File: src/design/lub_pkg.sv
/*
  Constants, register map and state encodings of the LIN serial port.
  Assumes an 8-bit register port and a 40 MHz system clock.
*/
package lub_pkg;
  // ==========================================================
  // Register offsets
  localparam logic [3:0] ADDR_CTRL   = 4'h0;
  localparam logic [3:0] ADDR_LINCTL = 4'h1;
  localparam logic [3:0] ADDR_BRH    = 4'h2;
  localparam logic [3:0] ADDR_BRL    = 4'h3;
  localparam logic [3:0] ADDR_STAT   = 4'h4;
  localparam logic [3:0] ADDR_TXD    = 4'h5;
  // ==========================================================
  // Field positions
  localparam int C_PORT_EN = 0;
  localparam int C_TX_EN   = 1;
  localparam int C_PAR_EN  = 2;
  localparam int C_PSEL    = 3;
  localparam int C_FLOW_EN = 4;
  localparam int C_MP_EN   = 5;
  localparam int C_MPBIT   = 6;
  localparam int C_WAKE    = 7;
  localparam int L_SLV     = 2;
  localparam int L_MST     = 3;
  localparam int L_AB_EN   = 4;
  localparam int S_WAKE    = 4;
  localparam int S_BRK     = 5;
  localparam int S_OVR     = 6;
  localparam int S_ABD     = 7;
  // ==========================================================
  // Reset values and counts
  localparam logic [15:0] BR_RST      = 16'h0100;
  localparam logic [3:0]  LEN_SAT     = 4'hF;
  localparam logic [3:0]  BRK_BITS    = 4'hB;
  localparam logic [3:0]  WAKE_BITS   = 4'h3;
  localparam logic [2:0]  AB_PRE_LAST = 3'h7;
  localparam logic [2:0]  AB_EDGE_4TH = 3'h4;
  localparam logic [3:0]  FRAME_BITS  = 4'hA;
  localparam logic [3:0]  FRAME_XBITS = 4'hB;
  // ==========================================================
  // Wake-up pulse timing
  localparam int CLK_PERIOD_NS = 25;
  localparam int WAKE_MIN_NS   = 250000;
  localparam int WAKE_MAX_NS   = 5000000;
  localparam int WAKE_MIN_CYC  = (WAKE_MIN_NS + CLK_PERIOD_NS - 1) / CLK_PERIOD_NS;
  localparam int WAKE_MAX_CYC  = WAKE_MAX_NS / CLK_PERIOD_NS;
  // ==========================================================
  // Bus state field encodings
  typedef enum logic [1:0] {
    LS_SLEEP    = 2'b00,
    LS_WAIT_BRK = 2'b01,
    LS_AUTOBAUD = 2'b10,
    LS_ACTIVE   = 2'b11
  } lub_state_t;
endpackage

File: src/design/lub_low_if.sv
/*
  Carrier between the port and its low-pulse timer.
  Assumes both ends run on the same system clock.
*/
`timescale 1ns/1ps
interface lub_low_if;
  logic [15:0] bit_div;
  logic        run;
  logic        rx_low;
  logic        ended;
  logic [3:0]  len;
  modport tmr (input bit_div, run, rx_low, output ended, len);
  modport ctl (output bit_div, run, rx_low, input ended, len);
endinterface

File: src/design/lub_low_timer.sv
/*
  Times a low period on the receive line in bit periods, saturating at 15.
  Assumes rx_low is already synchronised to ref_clk.
*/
`timescale 1ns/1ps
module lub_low_timer (
  input wire logic ref_clk,
  input wire logic sys_rst,
  lub_low_if.tmr   lt
);
  import lub_pkg::*;

  logic [15:0] clk_cnt_r;
  logic [3:0]  len_r;
  logic        low_r;

  // ==========================================================
  // Bit-period counting while the line is low
  always_ff @(posedge ref_clk) begin
    if (sys_rst || !lt.run) begin
      clk_cnt_r <= 16'h0000;
      len_r     <= 4'h0;
      low_r     <= 1'b0;
    end else if (lt.rx_low) begin
      low_r <= 1'b1;
      if ({1'b0, clk_cnt_r} + 17'h00001 >= {1'b0, lt.bit_div}) begin
        clk_cnt_r <= 16'h0000;
        if (len_r != LEN_SAT) len_r <= len_r + 4'h1;
      end else begin
        clk_cnt_r <= clk_cnt_r + 16'h0001;
      end
    end else begin
      low_r     <= 1'b0;
      clk_cnt_r <= 16'h0000;
      if (!low_r) len_r <= 4'h0;  // Length holds through the end cycle and the cycle after it
    end
  end

  // End of a low period
  assign lt.ended = low_r & ~lt.rx_low & lt.run;
  assign lt.len   = len_r;
endmodule // lub_low_timer

File: src/design/lub_uart.sv
/*
  LIN serial port: wake-up timing, slave break detection, autobaud and transmitter.
  Assumes a plain register port on ref_clk; rxd and cts come from pins.
*/
// The register addresses and strobed register access were left to the implementer.
// Notes on behaviour
// A wake-up request holds the line low at least 250 us and under 5 ms; a zero character also serves.
// When enabled and not stopped, a low pulse of 3 or more bit times raises a wake event at its end; the code raises it only in bus state 00.
// The measured low length in bit times is readable and saturates at F above 15 bit times.
// While the processor is stopped the port times and reports nothing.
// After a wake-up, software moves the port into the master or slave wait-for-break state.
// Writing 00 to the bus state field puts the port to sleep, purely at software's choice.
// Slave operation holds with master bit 0, slave bit 1 and bus state 01, autobaud enable either way.
// In wait-for-break, a low of 11 or more bit times is a break and raises a break event.
// In wait-for-break, a low shorter than 11 bit times raises no break event.
// After a valid break the port enters autobaud and times the first 8 bits of the synch character.
// In autobaud the baud counter steps every 8th clock from the start bit to the start of bit 7.
// At the end of autobaud with autobaud enabled the count is copied into the baud reload registers.
// A baud counter overflow before bit 7 raises overrun, sets the overrun flag and keeps the reload.
// Software programs baud, pins, optional nine-bit mode, then transmit enable, in that order.
// Parity, even or odd, applies only while multiprocessor mode is off.
// The flow control bit decides whether CTS gates transmission; cleared, CTS is ignored.
// Low durations are counted in bit periods from the current baud setting while the line is low.
`timescale 1ns/1ps
module lub_uart #(
  parameter int WAKE_HOLD_CYC = lub_pkg::WAKE_MIN_CYC
) (
  input  wire logic       ref_clk,
  input  wire logic       sys_rst,
  input  wire logic [3:0] reg_addr,
  input  wire logic [7:0] reg_wdata,
  input  wire logic       reg_wr,
  input  wire logic       reg_rd,
  output logic      [7:0] reg_rdata,
  input  wire logic       rxd_pin,
  input  wire logic       cts_n_pin,
  input  wire logic       cpu_stop,
  output logic            txd_pin,
  output logic            wake_evt,
  output logic            break_evt,
  output logic            ab_overrun_evt,
  output logic            ab_done_evt
);
  import lub_pkg::*;

  // ==========================================================
  // Declarations
  logic [7:0]  ctrl_r;
  logic        master_role_bit_r, slave_role_bit_r, autobaud_enable_bit_r;
  lub_state_t  bus_state_field_r;
  logic [7:0]  brh_r, brl_r;
  logic [3:0]  rx_low_length_field_r;
  logic        wake_flag_r, brk_flag_r, ovr_flag_r, abd_flag_r;
  logic        rxd_m_r, rxd_s_r, rxd_d_r, cts_m_r, cts_s_r;
  logic        ab_run_r;
  logic [2:0]  ab_pre_r, ab_edges_r;
  logic [15:0] baud_generator_counter_r;
  logic [10:0] tx_shift_r;
  logic [3:0]  tx_bits_r;
  logic [15:0] tx_cnt_r;
  logic        tx_pend_r;
  logic [7:0]  tx_data_r;
  logic [17:0] wake_cnt_r;
  logic        txd_r;
  logic [7:0]  rdata_r;
  logic        port_run, slave_wb, fall, brk_hit, wake_hit, ab_fin, ab_ovf;
  logic        tx_busy, tx_go, wake_go, extra_en, extra_bit, bit_tick;
  logic        wr_ctrl, wr_lin, wr_stat, wr_txd;
  logic [15:0] bit_div;

  lub_low_if lt ();

  // ==========================================================
  // Pin synchronisers and edge detect
  always_ff @(posedge ref_clk) begin
    if (sys_rst) begin
      rxd_m_r <= 1'b1;
      rxd_s_r <= 1'b1;
      rxd_d_r <= 1'b1;
      cts_m_r <= 1'b1;
      cts_s_r <= 1'b1;
    end else begin
      rxd_m_r <= rxd_pin;
      rxd_s_r <= rxd_m_r;
      rxd_d_r <= rxd_s_r;
      cts_m_r <= cts_n_pin;
      cts_s_r <= cts_m_r;
    end
  end

  // Decode and shared terms
  assign wr_ctrl  = reg_wr && reg_addr == ADDR_CTRL;
  assign wr_lin   = reg_wr && reg_addr == ADDR_LINCTL;
  assign wr_stat  = reg_wr && reg_addr == ADDR_STAT;
  assign wr_txd   = reg_wr && reg_addr == ADDR_TXD;
  assign bit_div  = {brh_r, brl_r};
  assign fall     = rxd_d_r & ~rxd_s_r;
  assign port_run = ctrl_r[C_PORT_EN] & ~cpu_stop;
  assign slave_wb = ~master_role_bit_r & slave_role_bit_r & (bus_state_field_r == LS_WAIT_BRK);

  // ==========================================================
  // Low-pulse timer
  assign lt.bit_div = bit_div;
  assign lt.run     = port_run;
  assign lt.rx_low  = ~rxd_s_r;

  lub_low_timer u_low (
    .ref_clk (ref_clk),
    .sys_rst (sys_rst),
    .lt      (lt)
  );

  // Break and wake classification at the end of a low
  assign brk_hit  = lt.ended && slave_wb && lt.len >= BRK_BITS;
  assign wake_hit = lt.ended && bus_state_field_r == LS_SLEEP && lt.len >= WAKE_BITS;

  // ==========================================================
  // Autobaud measurement of the synch character
  assign ab_fin = ab_run_r && bus_state_field_r == LS_AUTOBAUD && fall && ab_edges_r == AB_EDGE_4TH;
  assign ab_ovf = ab_run_r && bus_state_field_r == LS_AUTOBAUD && !ab_fin
                  && ab_pre_r == AB_PRE_LAST && baud_generator_counter_r == 16'hFFFF;

  always_ff @(posedge ref_clk) begin
    if (sys_rst || bus_state_field_r != LS_AUTOBAUD || !port_run) begin
      ab_run_r                 <= 1'b0;
      ab_pre_r                 <= 3'h0;
      ab_edges_r               <= 3'h0;
      baud_generator_counter_r <= 16'h0000;
    end else if (!ab_run_r) begin
      if (fall) begin  // Start bit opens the window
        ab_run_r   <= 1'b1;
        ab_pre_r   <= 3'h1;  // Start edge is the first counted clock
        ab_edges_r <= 3'h1;
      end
    end else if (ab_fin || ab_ovf) begin
      ab_run_r <= 1'b0;
    end else begin
      ab_pre_r <= ab_pre_r + 3'h1;
      if (ab_pre_r == AB_PRE_LAST)
        baud_generator_counter_r <= baud_generator_counter_r + 16'h0001;
      if (fall) ab_edges_r <= ab_edges_r + 3'h1;
    end
  end

  // ==========================================================
  // Control and LIN registers, bus state sequencing
  always_ff @(posedge ref_clk) begin
    if (sys_rst) begin
      ctrl_r                <= 8'h00;
      master_role_bit_r     <= 1'b0;
      slave_role_bit_r      <= 1'b0;
      autobaud_enable_bit_r <= 1'b0;
      bus_state_field_r     <= LS_SLEEP;
    end else begin
      if (wr_ctrl) ctrl_r <= {1'b0, reg_wdata[6:0]};  // Wake request bit does not stay
      if (wr_lin) begin
        master_role_bit_r     <= reg_wdata[L_MST];
        slave_role_bit_r      <= reg_wdata[L_SLV];
        autobaud_enable_bit_r <= reg_wdata[L_AB_EN];
        bus_state_field_r     <= lub_state_t'(reg_wdata[1:0]);
      end else if (brk_hit) begin
        bus_state_field_r <= LS_AUTOBAUD;
      end else if (ab_fin) begin
        bus_state_field_r <= LS_ACTIVE;
      end else if (ab_ovf) begin
        bus_state_field_r <= LS_WAIT_BRK;
      end
    end
  end

  // Baud reload, software or autobaud
  always_ff @(posedge ref_clk) begin
    if (sys_rst) begin
      brh_r <= BR_RST[15:8];
      brl_r <= BR_RST[7:0];
    end else if (reg_wr && reg_addr == ADDR_BRH) begin
      brh_r <= reg_wdata;
    end else if (reg_wr && reg_addr == ADDR_BRL) begin
      brl_r <= reg_wdata;
    end else if (ab_fin && autobaud_enable_bit_r) begin
      {brh_r, brl_r} <= baud_generator_counter_r;
    end
  end

  // ==========================================================
  // Status flags, write one to clear, set wins
  always_ff @(posedge ref_clk) begin
    if (sys_rst) begin
      wake_flag_r           <= 1'b0;
      brk_flag_r            <= 1'b0;
      ovr_flag_r            <= 1'b0;
      abd_flag_r            <= 1'b0;
      rx_low_length_field_r <= 4'h0;
    end else begin
      wake_flag_r <= wake_hit | (wake_flag_r & ~(wr_stat & reg_wdata[S_WAKE]));
      brk_flag_r  <= brk_hit | (brk_flag_r & ~(wr_stat & reg_wdata[S_BRK]));
      ovr_flag_r  <= ab_ovf | (ovr_flag_r & ~(wr_stat & reg_wdata[S_OVR]));
      abd_flag_r  <= ab_fin | (abd_flag_r & ~(wr_stat & reg_wdata[S_ABD]));
      if (lt.ended) rx_low_length_field_r <= lt.len;
    end
  end

  // One-cycle event pulses
  always_ff @(posedge ref_clk) begin
    if (sys_rst) begin
      wake_evt       <= 1'b0;
      break_evt      <= 1'b0;
      ab_overrun_evt <= 1'b0;
      ab_done_evt    <= 1'b0;
    end else begin
      wake_evt       <= wake_hit;
      break_evt      <= brk_hit;
      ab_overrun_evt <= ab_ovf;
      ab_done_evt    <= ab_fin;
    end
  end

  // ==========================================================
  // Transmitter
  assign tx_busy   = tx_bits_r != 4'h0 || wake_cnt_r != 18'h00000;
  assign tx_go     = tx_pend_r && !tx_busy && (!ctrl_r[C_FLOW_EN] || !cts_s_r);
  assign wake_go   = wr_ctrl && reg_wdata[C_WAKE] && ctrl_r[C_TX_EN] && !tx_busy && !tx_pend_r;
  assign extra_en  = ctrl_r[C_MP_EN] | ctrl_r[C_PAR_EN];
  assign extra_bit = ctrl_r[C_MP_EN] ? ctrl_r[C_MPBIT] : (ctrl_r[C_PSEL] ^ (^tx_data_r));
  assign bit_tick  = {1'b0, tx_cnt_r} + 17'h00001 >= {1'b0, bit_div};

  always_ff @(posedge ref_clk) begin
    if (sys_rst) begin
      tx_pend_r  <= 1'b0;
      tx_data_r  <= 8'h00;
      tx_shift_r <= 11'h7FF;
      tx_bits_r  <= 4'h0;
      tx_cnt_r   <= 16'h0000;
    end else begin
      if (wr_txd && ctrl_r[C_TX_EN] && !tx_busy && !tx_pend_r) begin
        tx_pend_r <= 1'b1;
        tx_data_r <= reg_wdata;  // A zero byte doubles as a wake-up pulse
      end else if (tx_go) begin
        tx_pend_r <= 1'b0;
      end
      if (tx_go) begin
        tx_shift_r <= {1'b1, extra_en ? extra_bit : 1'b1, tx_data_r, 1'b0};
        tx_bits_r  <= extra_en ? FRAME_XBITS : FRAME_BITS;
        tx_cnt_r   <= 16'h0000;
      end else if (tx_bits_r != 4'h0) begin
        if (bit_tick) begin
          tx_cnt_r   <= 16'h0000;
          tx_shift_r <= {1'b1, tx_shift_r[10:1]};
          tx_bits_r  <= tx_bits_r - 4'h1;
        end else begin
          tx_cnt_r <= tx_cnt_r + 16'h0001;
        end
      end
    end
  end

  // Wake-up pulse hold and line driver
  always_ff @(posedge ref_clk) begin
    if (sys_rst) begin
      wake_cnt_r <= 18'h00000;
      txd_r      <= 1'b1;
    end else begin
      if (wake_go) wake_cnt_r <= 18'(WAKE_HOLD_CYC);
      else if (wake_cnt_r != 18'h00000) wake_cnt_r <= wake_cnt_r - 18'h00001;
      txd_r <= (wake_cnt_r != 18'h00000) ? 1'b0 : (tx_bits_r != 4'h0 ? tx_shift_r[0] : 1'b1);
    end
  end
  assign txd_pin = txd_r;

  // ==========================================================
  // Register read port
  always_ff @(posedge ref_clk) begin
    if (sys_rst) begin
      rdata_r <= 8'h00;
    end else if (reg_rd) begin
      unique case (reg_addr)
        ADDR_CTRL:   rdata_r <= ctrl_r;
        ADDR_LINCTL: rdata_r <= {3'h0, autobaud_enable_bit_r, master_role_bit_r, slave_role_bit_r,
                                 bus_state_field_r};
        ADDR_BRH:    rdata_r <= brh_r;
        ADDR_BRL:    rdata_r <= brl_r;
        ADDR_STAT:   rdata_r <= {abd_flag_r, ovr_flag_r, brk_flag_r, wake_flag_r, rx_low_length_field_r};
        ADDR_TXD:    rdata_r <= {6'h00, tx_pend_r, tx_busy};
        default:     rdata_r <= 8'h00;
      endcase
    end
  end
  assign reg_rdata = rdata_r;
endmodule // lub_uart

File: config.mk
export PLATFORM = sky130hd
export DESIGN_NAME = lub_uart
export DESIGN_NICKNAME = d
export VERILOG_FILES = /design/src/design/lub_pkg.sv /design/src/design/lub_low_if.sv /design/src/design/lub_low_timer.sv /design/src/design/lub_uart.sv
export SDC_FILE = /design/constraint.sdc
export NUM_CORES = 1
export LEC_CHECK = 0
export ABC_AREA = 1
export BUFFER_PORTS_ARGS = -buffer_cell sky130_fd_sc_hd__buf_2
export CORE_MARGIN = 1
export CORE_UTILIZATION = 56
export DETAILED_ROUTE_END_ITERATION = 10
export GPL_TIMING_DRIVEN = 0
export PLACE_DENSITY_LB_ADDON = 0.3
export SLEW_MARGIN = 10
export SYNTH_ARGS = -nofsm -noshare
export SYNTH_HDL_FRONTEND = slang
export SYNTH_SLANG_ARGS = --single-unit
File: constraint.sdc
create_clock -name ref_clk -period 2.6 [get_ports ref_clk]
set_input_delay 0 -clock ref_clk [delete_from_list [all_inputs] [get_ports ref_clk]]
set_output_delay 0 -clock ref_clk [all_outputs]
set_load 0.005 [all_outputs]
==> impl_metrics.env <==
export IMPL_status="finished with violations"
export IMPL_violations="setup timing"
export IMPL_synthTopCellsByArea="dfxtp_1 37%, nand2_1 10%, inv_1 6.9%"
export IMPL_r2r_worst_path_cells=21
export IMPL_yosys_area_top_type_share=0.369
export IMPL_grt_usage=0.306
export IMPL_fp_row_count=44
export IMPL_yosys_cell_types_count=48
export IMPL_min_period_ns=3.19
export IMPL_grt_pass1_vias=7999
export IMPL_dr_pass1_iters=7
export IMPL_clk_latency_ns=0.44
export IMPL_finalMaxSlewViolations=0
export IMPL_die_area_sq_um=15500
export IMPL_cts_tree="yes"
export IMPL_async_reset_ff_frac=0
export IMPL_dp_hpwl_mm=15.5
export IMPL_hold_start="reg_addr[3]"
export IMPL_path_max_fanout=7
export IMPL_regToRegSetupSlack_ns=-0.59
export IMPL_grt_pass1_wl_mm=38.0
export IMPL_synth_top_flop_cell="dfxtp_1"
export IMPL_top_usage_layer="met2"
export IMPL_io_buffers=30
export IMPL_syn2layout_area_growth_pct=26.2
export IMPL_yosysSeqAreaShare=0.369
export IMPL_nets=1332
export IMPL_finalHoldViolCount=0
export IMPL_tightest_slew_ns=0.788
export IMPL_cts_sinks=155
export IMPL_reg2reg_from="u_low.clk_cnt_r[0]"
export IMPL_r2r_end="u_low.clk_cnt_r[0]"
export IMPL_ys_warn_count=0
export IMPL_syn_nets=1228
export IMPL_critPathCaptureType="flop"
export IMPL_p_leak_nw=4.48
export IMPL_rsz0062_at_grt="true"
export IMPL_die_width_um=125
export IMPL_vdd_drop_max_mv=0.603
export IMPL_cts_made_buffers=17
export IMPL_startpoint_type="flop"
export IMPL_hold_path_depth=6
export IMPL_fin_setup_tns_ns=-19.29
export IMPL_use_met2=0.505
export IMPL_whs_endpoint="tx_pend_r"
export IMPL_fin_area_sq_um=10600
export IMPL_cts_root_buf="clkbuf_16"
export IMPL_viasPerCell=5.65
export IMPL_io_pins=32
export IMPL_fin_ws_ns=-0.592
export IMPL_grt_max_degree=17
export IMPL_ys_ff_latch=155
export IMPL_crit_arrival_ns=3.56
export IMPL_power_density_nw_per_um2=633
export IMPL_place_area_sq_um=8840
export IMPL_antenna_found_initial=0
export IMPL_synthCells=1167
export IMPL_drt_iter0_markers=671
export IMPL_drive_above_1_share=0.250
export IMPL_start_util=0.577
export IMPL_gr_total_overflow=0
export IMPL_fin_crit_sh=1.23
export IMPL_wl_per_cell_um=16.4
export IMPL_clk_pin_slew_ns=0.07
export IMPL_yosysMostFrequentCell="nand2_1"
export IMPL_diodes=0
export IMPL_clock_skew_final_ns=0.0105
export IMPL_drc=0
export IMPL_setup_viol=50
export IMPL_synth_cell_area_sq_um=8420
export IMPL_grtUsageMet1=0.382
export IMPL_max_slew_margin=0.475
export IMPL_dieHeight_um=125
export IMPL_drv_cap=0
export IMPL_crit_required_ns=2.97
export IMPL_routed_via_count=8293
export IMPL_min_path_type="in2reg"
export IMPL_routed_wl_mm=24.1
export IMPL_cts_buffer_depth=2
export IMPL_synth_commonest_cells="225 x nand2_1, 155 x dfxtp_1, 154 x inv_1, 125 x nor2_1, 87 x a21oi_1"
export IMPL_place_congestion=0.895
export IMPL_gr_usage_met3=0.0619
export IMPL_max_freq_mhz=313
export IMPL_critical_path_class="reg2reg"
export IMPL_syn_avg_cell_area_sq_um=7.21
export IMPL_postRouteAntennaNets=0
export IMPL_crit_path_start="u_low.clk_cnt_r[0]"
export IMPL_yosysTopAreaCell="dfxtp_1"
export IMPL_cts_htree_levels=4
export IMPL_core_area_sq_um=14600
export IMPL_synth_edf_count=0
-- stage by stage --
step / setup WS (ns) / hold WS, ns / total power [mW] / std cells / utilization
after global routing: -0.761 / 0.176 / 7.00 / 1468 / 0.728
after global placement: -0.852 / 0.184 / 3.93 / 1381 / 0.606
after detailed placement: -0.871 / 0.192 / 3.96 / 1381 / 0.606
after CTS: -0.574 / 0.116 / 6.64 / 1460 / 0.700
final: -0.592 / 0.144 / 6.72 / 1468 / 0.728
after floorplan: -0.113 / 0.104 / 3.67 / 1167 / -
-- worst max path at each step --
stage                     cells past startpoint  slack (ns)             endpoint
after floorplan                              21       -0.11   u_low.clk_cnt_r[0]
after global placement                       21       -0.85  u_low.clk_cnt_r[12]
after detailed placement                     21       -0.87  u_low.clk_cnt_r[12]
after CTS                                    18       -0.57  u_low.clk_cnt_r[15]
after global routing                         21       -0.76   u_low.clk_cnt_r[0]
final                                        21       -0.59   u_low.clk_cnt_r[0]
-- layout make-up --
cell class,count,area [sq um]
multi-input cells,818,5210
fillers,1038,3970
flip-flops and latches,155,3130
repair buffers,86,686
inverters,169,648
clock buffers,18,429
well taps,184,230
clock inverters,14,153
plain buffers,24,136
-- metal layers --
layer	vias to the layer above	wire, um
met5	-	0
met3	82	1650
met1	3846	10000
met4	0	901
met2	335	11500
li1	4030	-
-- critical path, stage by stage, from the launching register on --
cell and delay (ns):
dfxtp_4 0.38, ha_4 0.15, nand2_4 0.05, inv_4 0.06, nand2_4 0.06, nor2_4 0.09
nand2_2 0.07, inv_2 0.09, nand2_4 0.06, nor3_4 0.24, nand2_1 0.11, xor2_1 0.18
inv_1 0.10, ha_4 0.25, a21oi_2 0.14, o21ai_1 0.10, nand2_1 0.07, nand4_1 0.23
nand3b_1 0.26, buf_6 0.18, clkbuf_16 0.17, nor2_4 0.09
-- layout by cell type, fill, tap and decap left out, types with 6 or more instances in the layout --
cell type,Yosys,layout
nand2_1,225,187
inv_1,154,145
dfxtp_1,155,145
nor2_1,125,102
a21oi_1,87,80
o21ai_0,63,59
buf_4,5,35
nand2_2,19,34
buf_2,4,34
nand3_1,44,32
ha_1,42,32
nand4_1,24,24
nor3_1,25,23
xor2_1,27,22
nand2_4,1,22
nor2_4,9,20
nor2_2,8,20
inv_2,13,19
a21oi_2,11,18
clkbuf_16,0,18
nand3_2,6,15
dlygate4sd3_1,0,15
o21ai_1,12,14
a31oi_1,14,14
xnor2_1,15,13
clkbuf_1,11,12
a211oi_1,11,11
ha_4,0,10
or2_2,8,8
buf_6,2,8
o22ai_1,6,6
inv_6,0,6
dfxtp_4,0,6
-- cell families after synthesis --
kind of cell               share of synthesized area
adders and majority gates                     0.0624
xor gates and xnor gates                      0.0456
and+or+nand+nor                                0.283
AOI/OAI and AO/OA                              0.148
buffers and inverters                         0.0925
DFF                                            0.369
-- report_power, final --
group / internal, mW / leakage, nW / switching, mW / total, mW
logic: 0.616 / 2.94 / 0.968 / 1.58
clock network: 1.36 / 0.276 / 1.14 / 2.50
registers: 2.51 / 1.26 / 0.123 / 2.63
total: 4.48 / 4.48 / 2.23 / 6.72
-- registers in the layout (all words and copies together), names as in the netlist, 10 cells and up --
| name | cells |
|---|---|
| baud_generator_counter_r | 16 |
| tx_cnt_r | 16 |
| tx_shift_r | 10 |
| u_low.clk_cnt_r | 16 |
| wake_cnt_r | 18 |
-- what timing repair did --
action | 4_1_cts | 5_1_grt
pin swaps | 44 | 45
endpoints found under the setup margin | 50 | 50
setup buffers | 30 | 10
resized for setup | 88 | 86
hold buffers | 15 | 0
hold endpoints to repair | 36 | 0
cloned | 2 | 1
No activity file was read; power rests on OpenSTA's default activity.
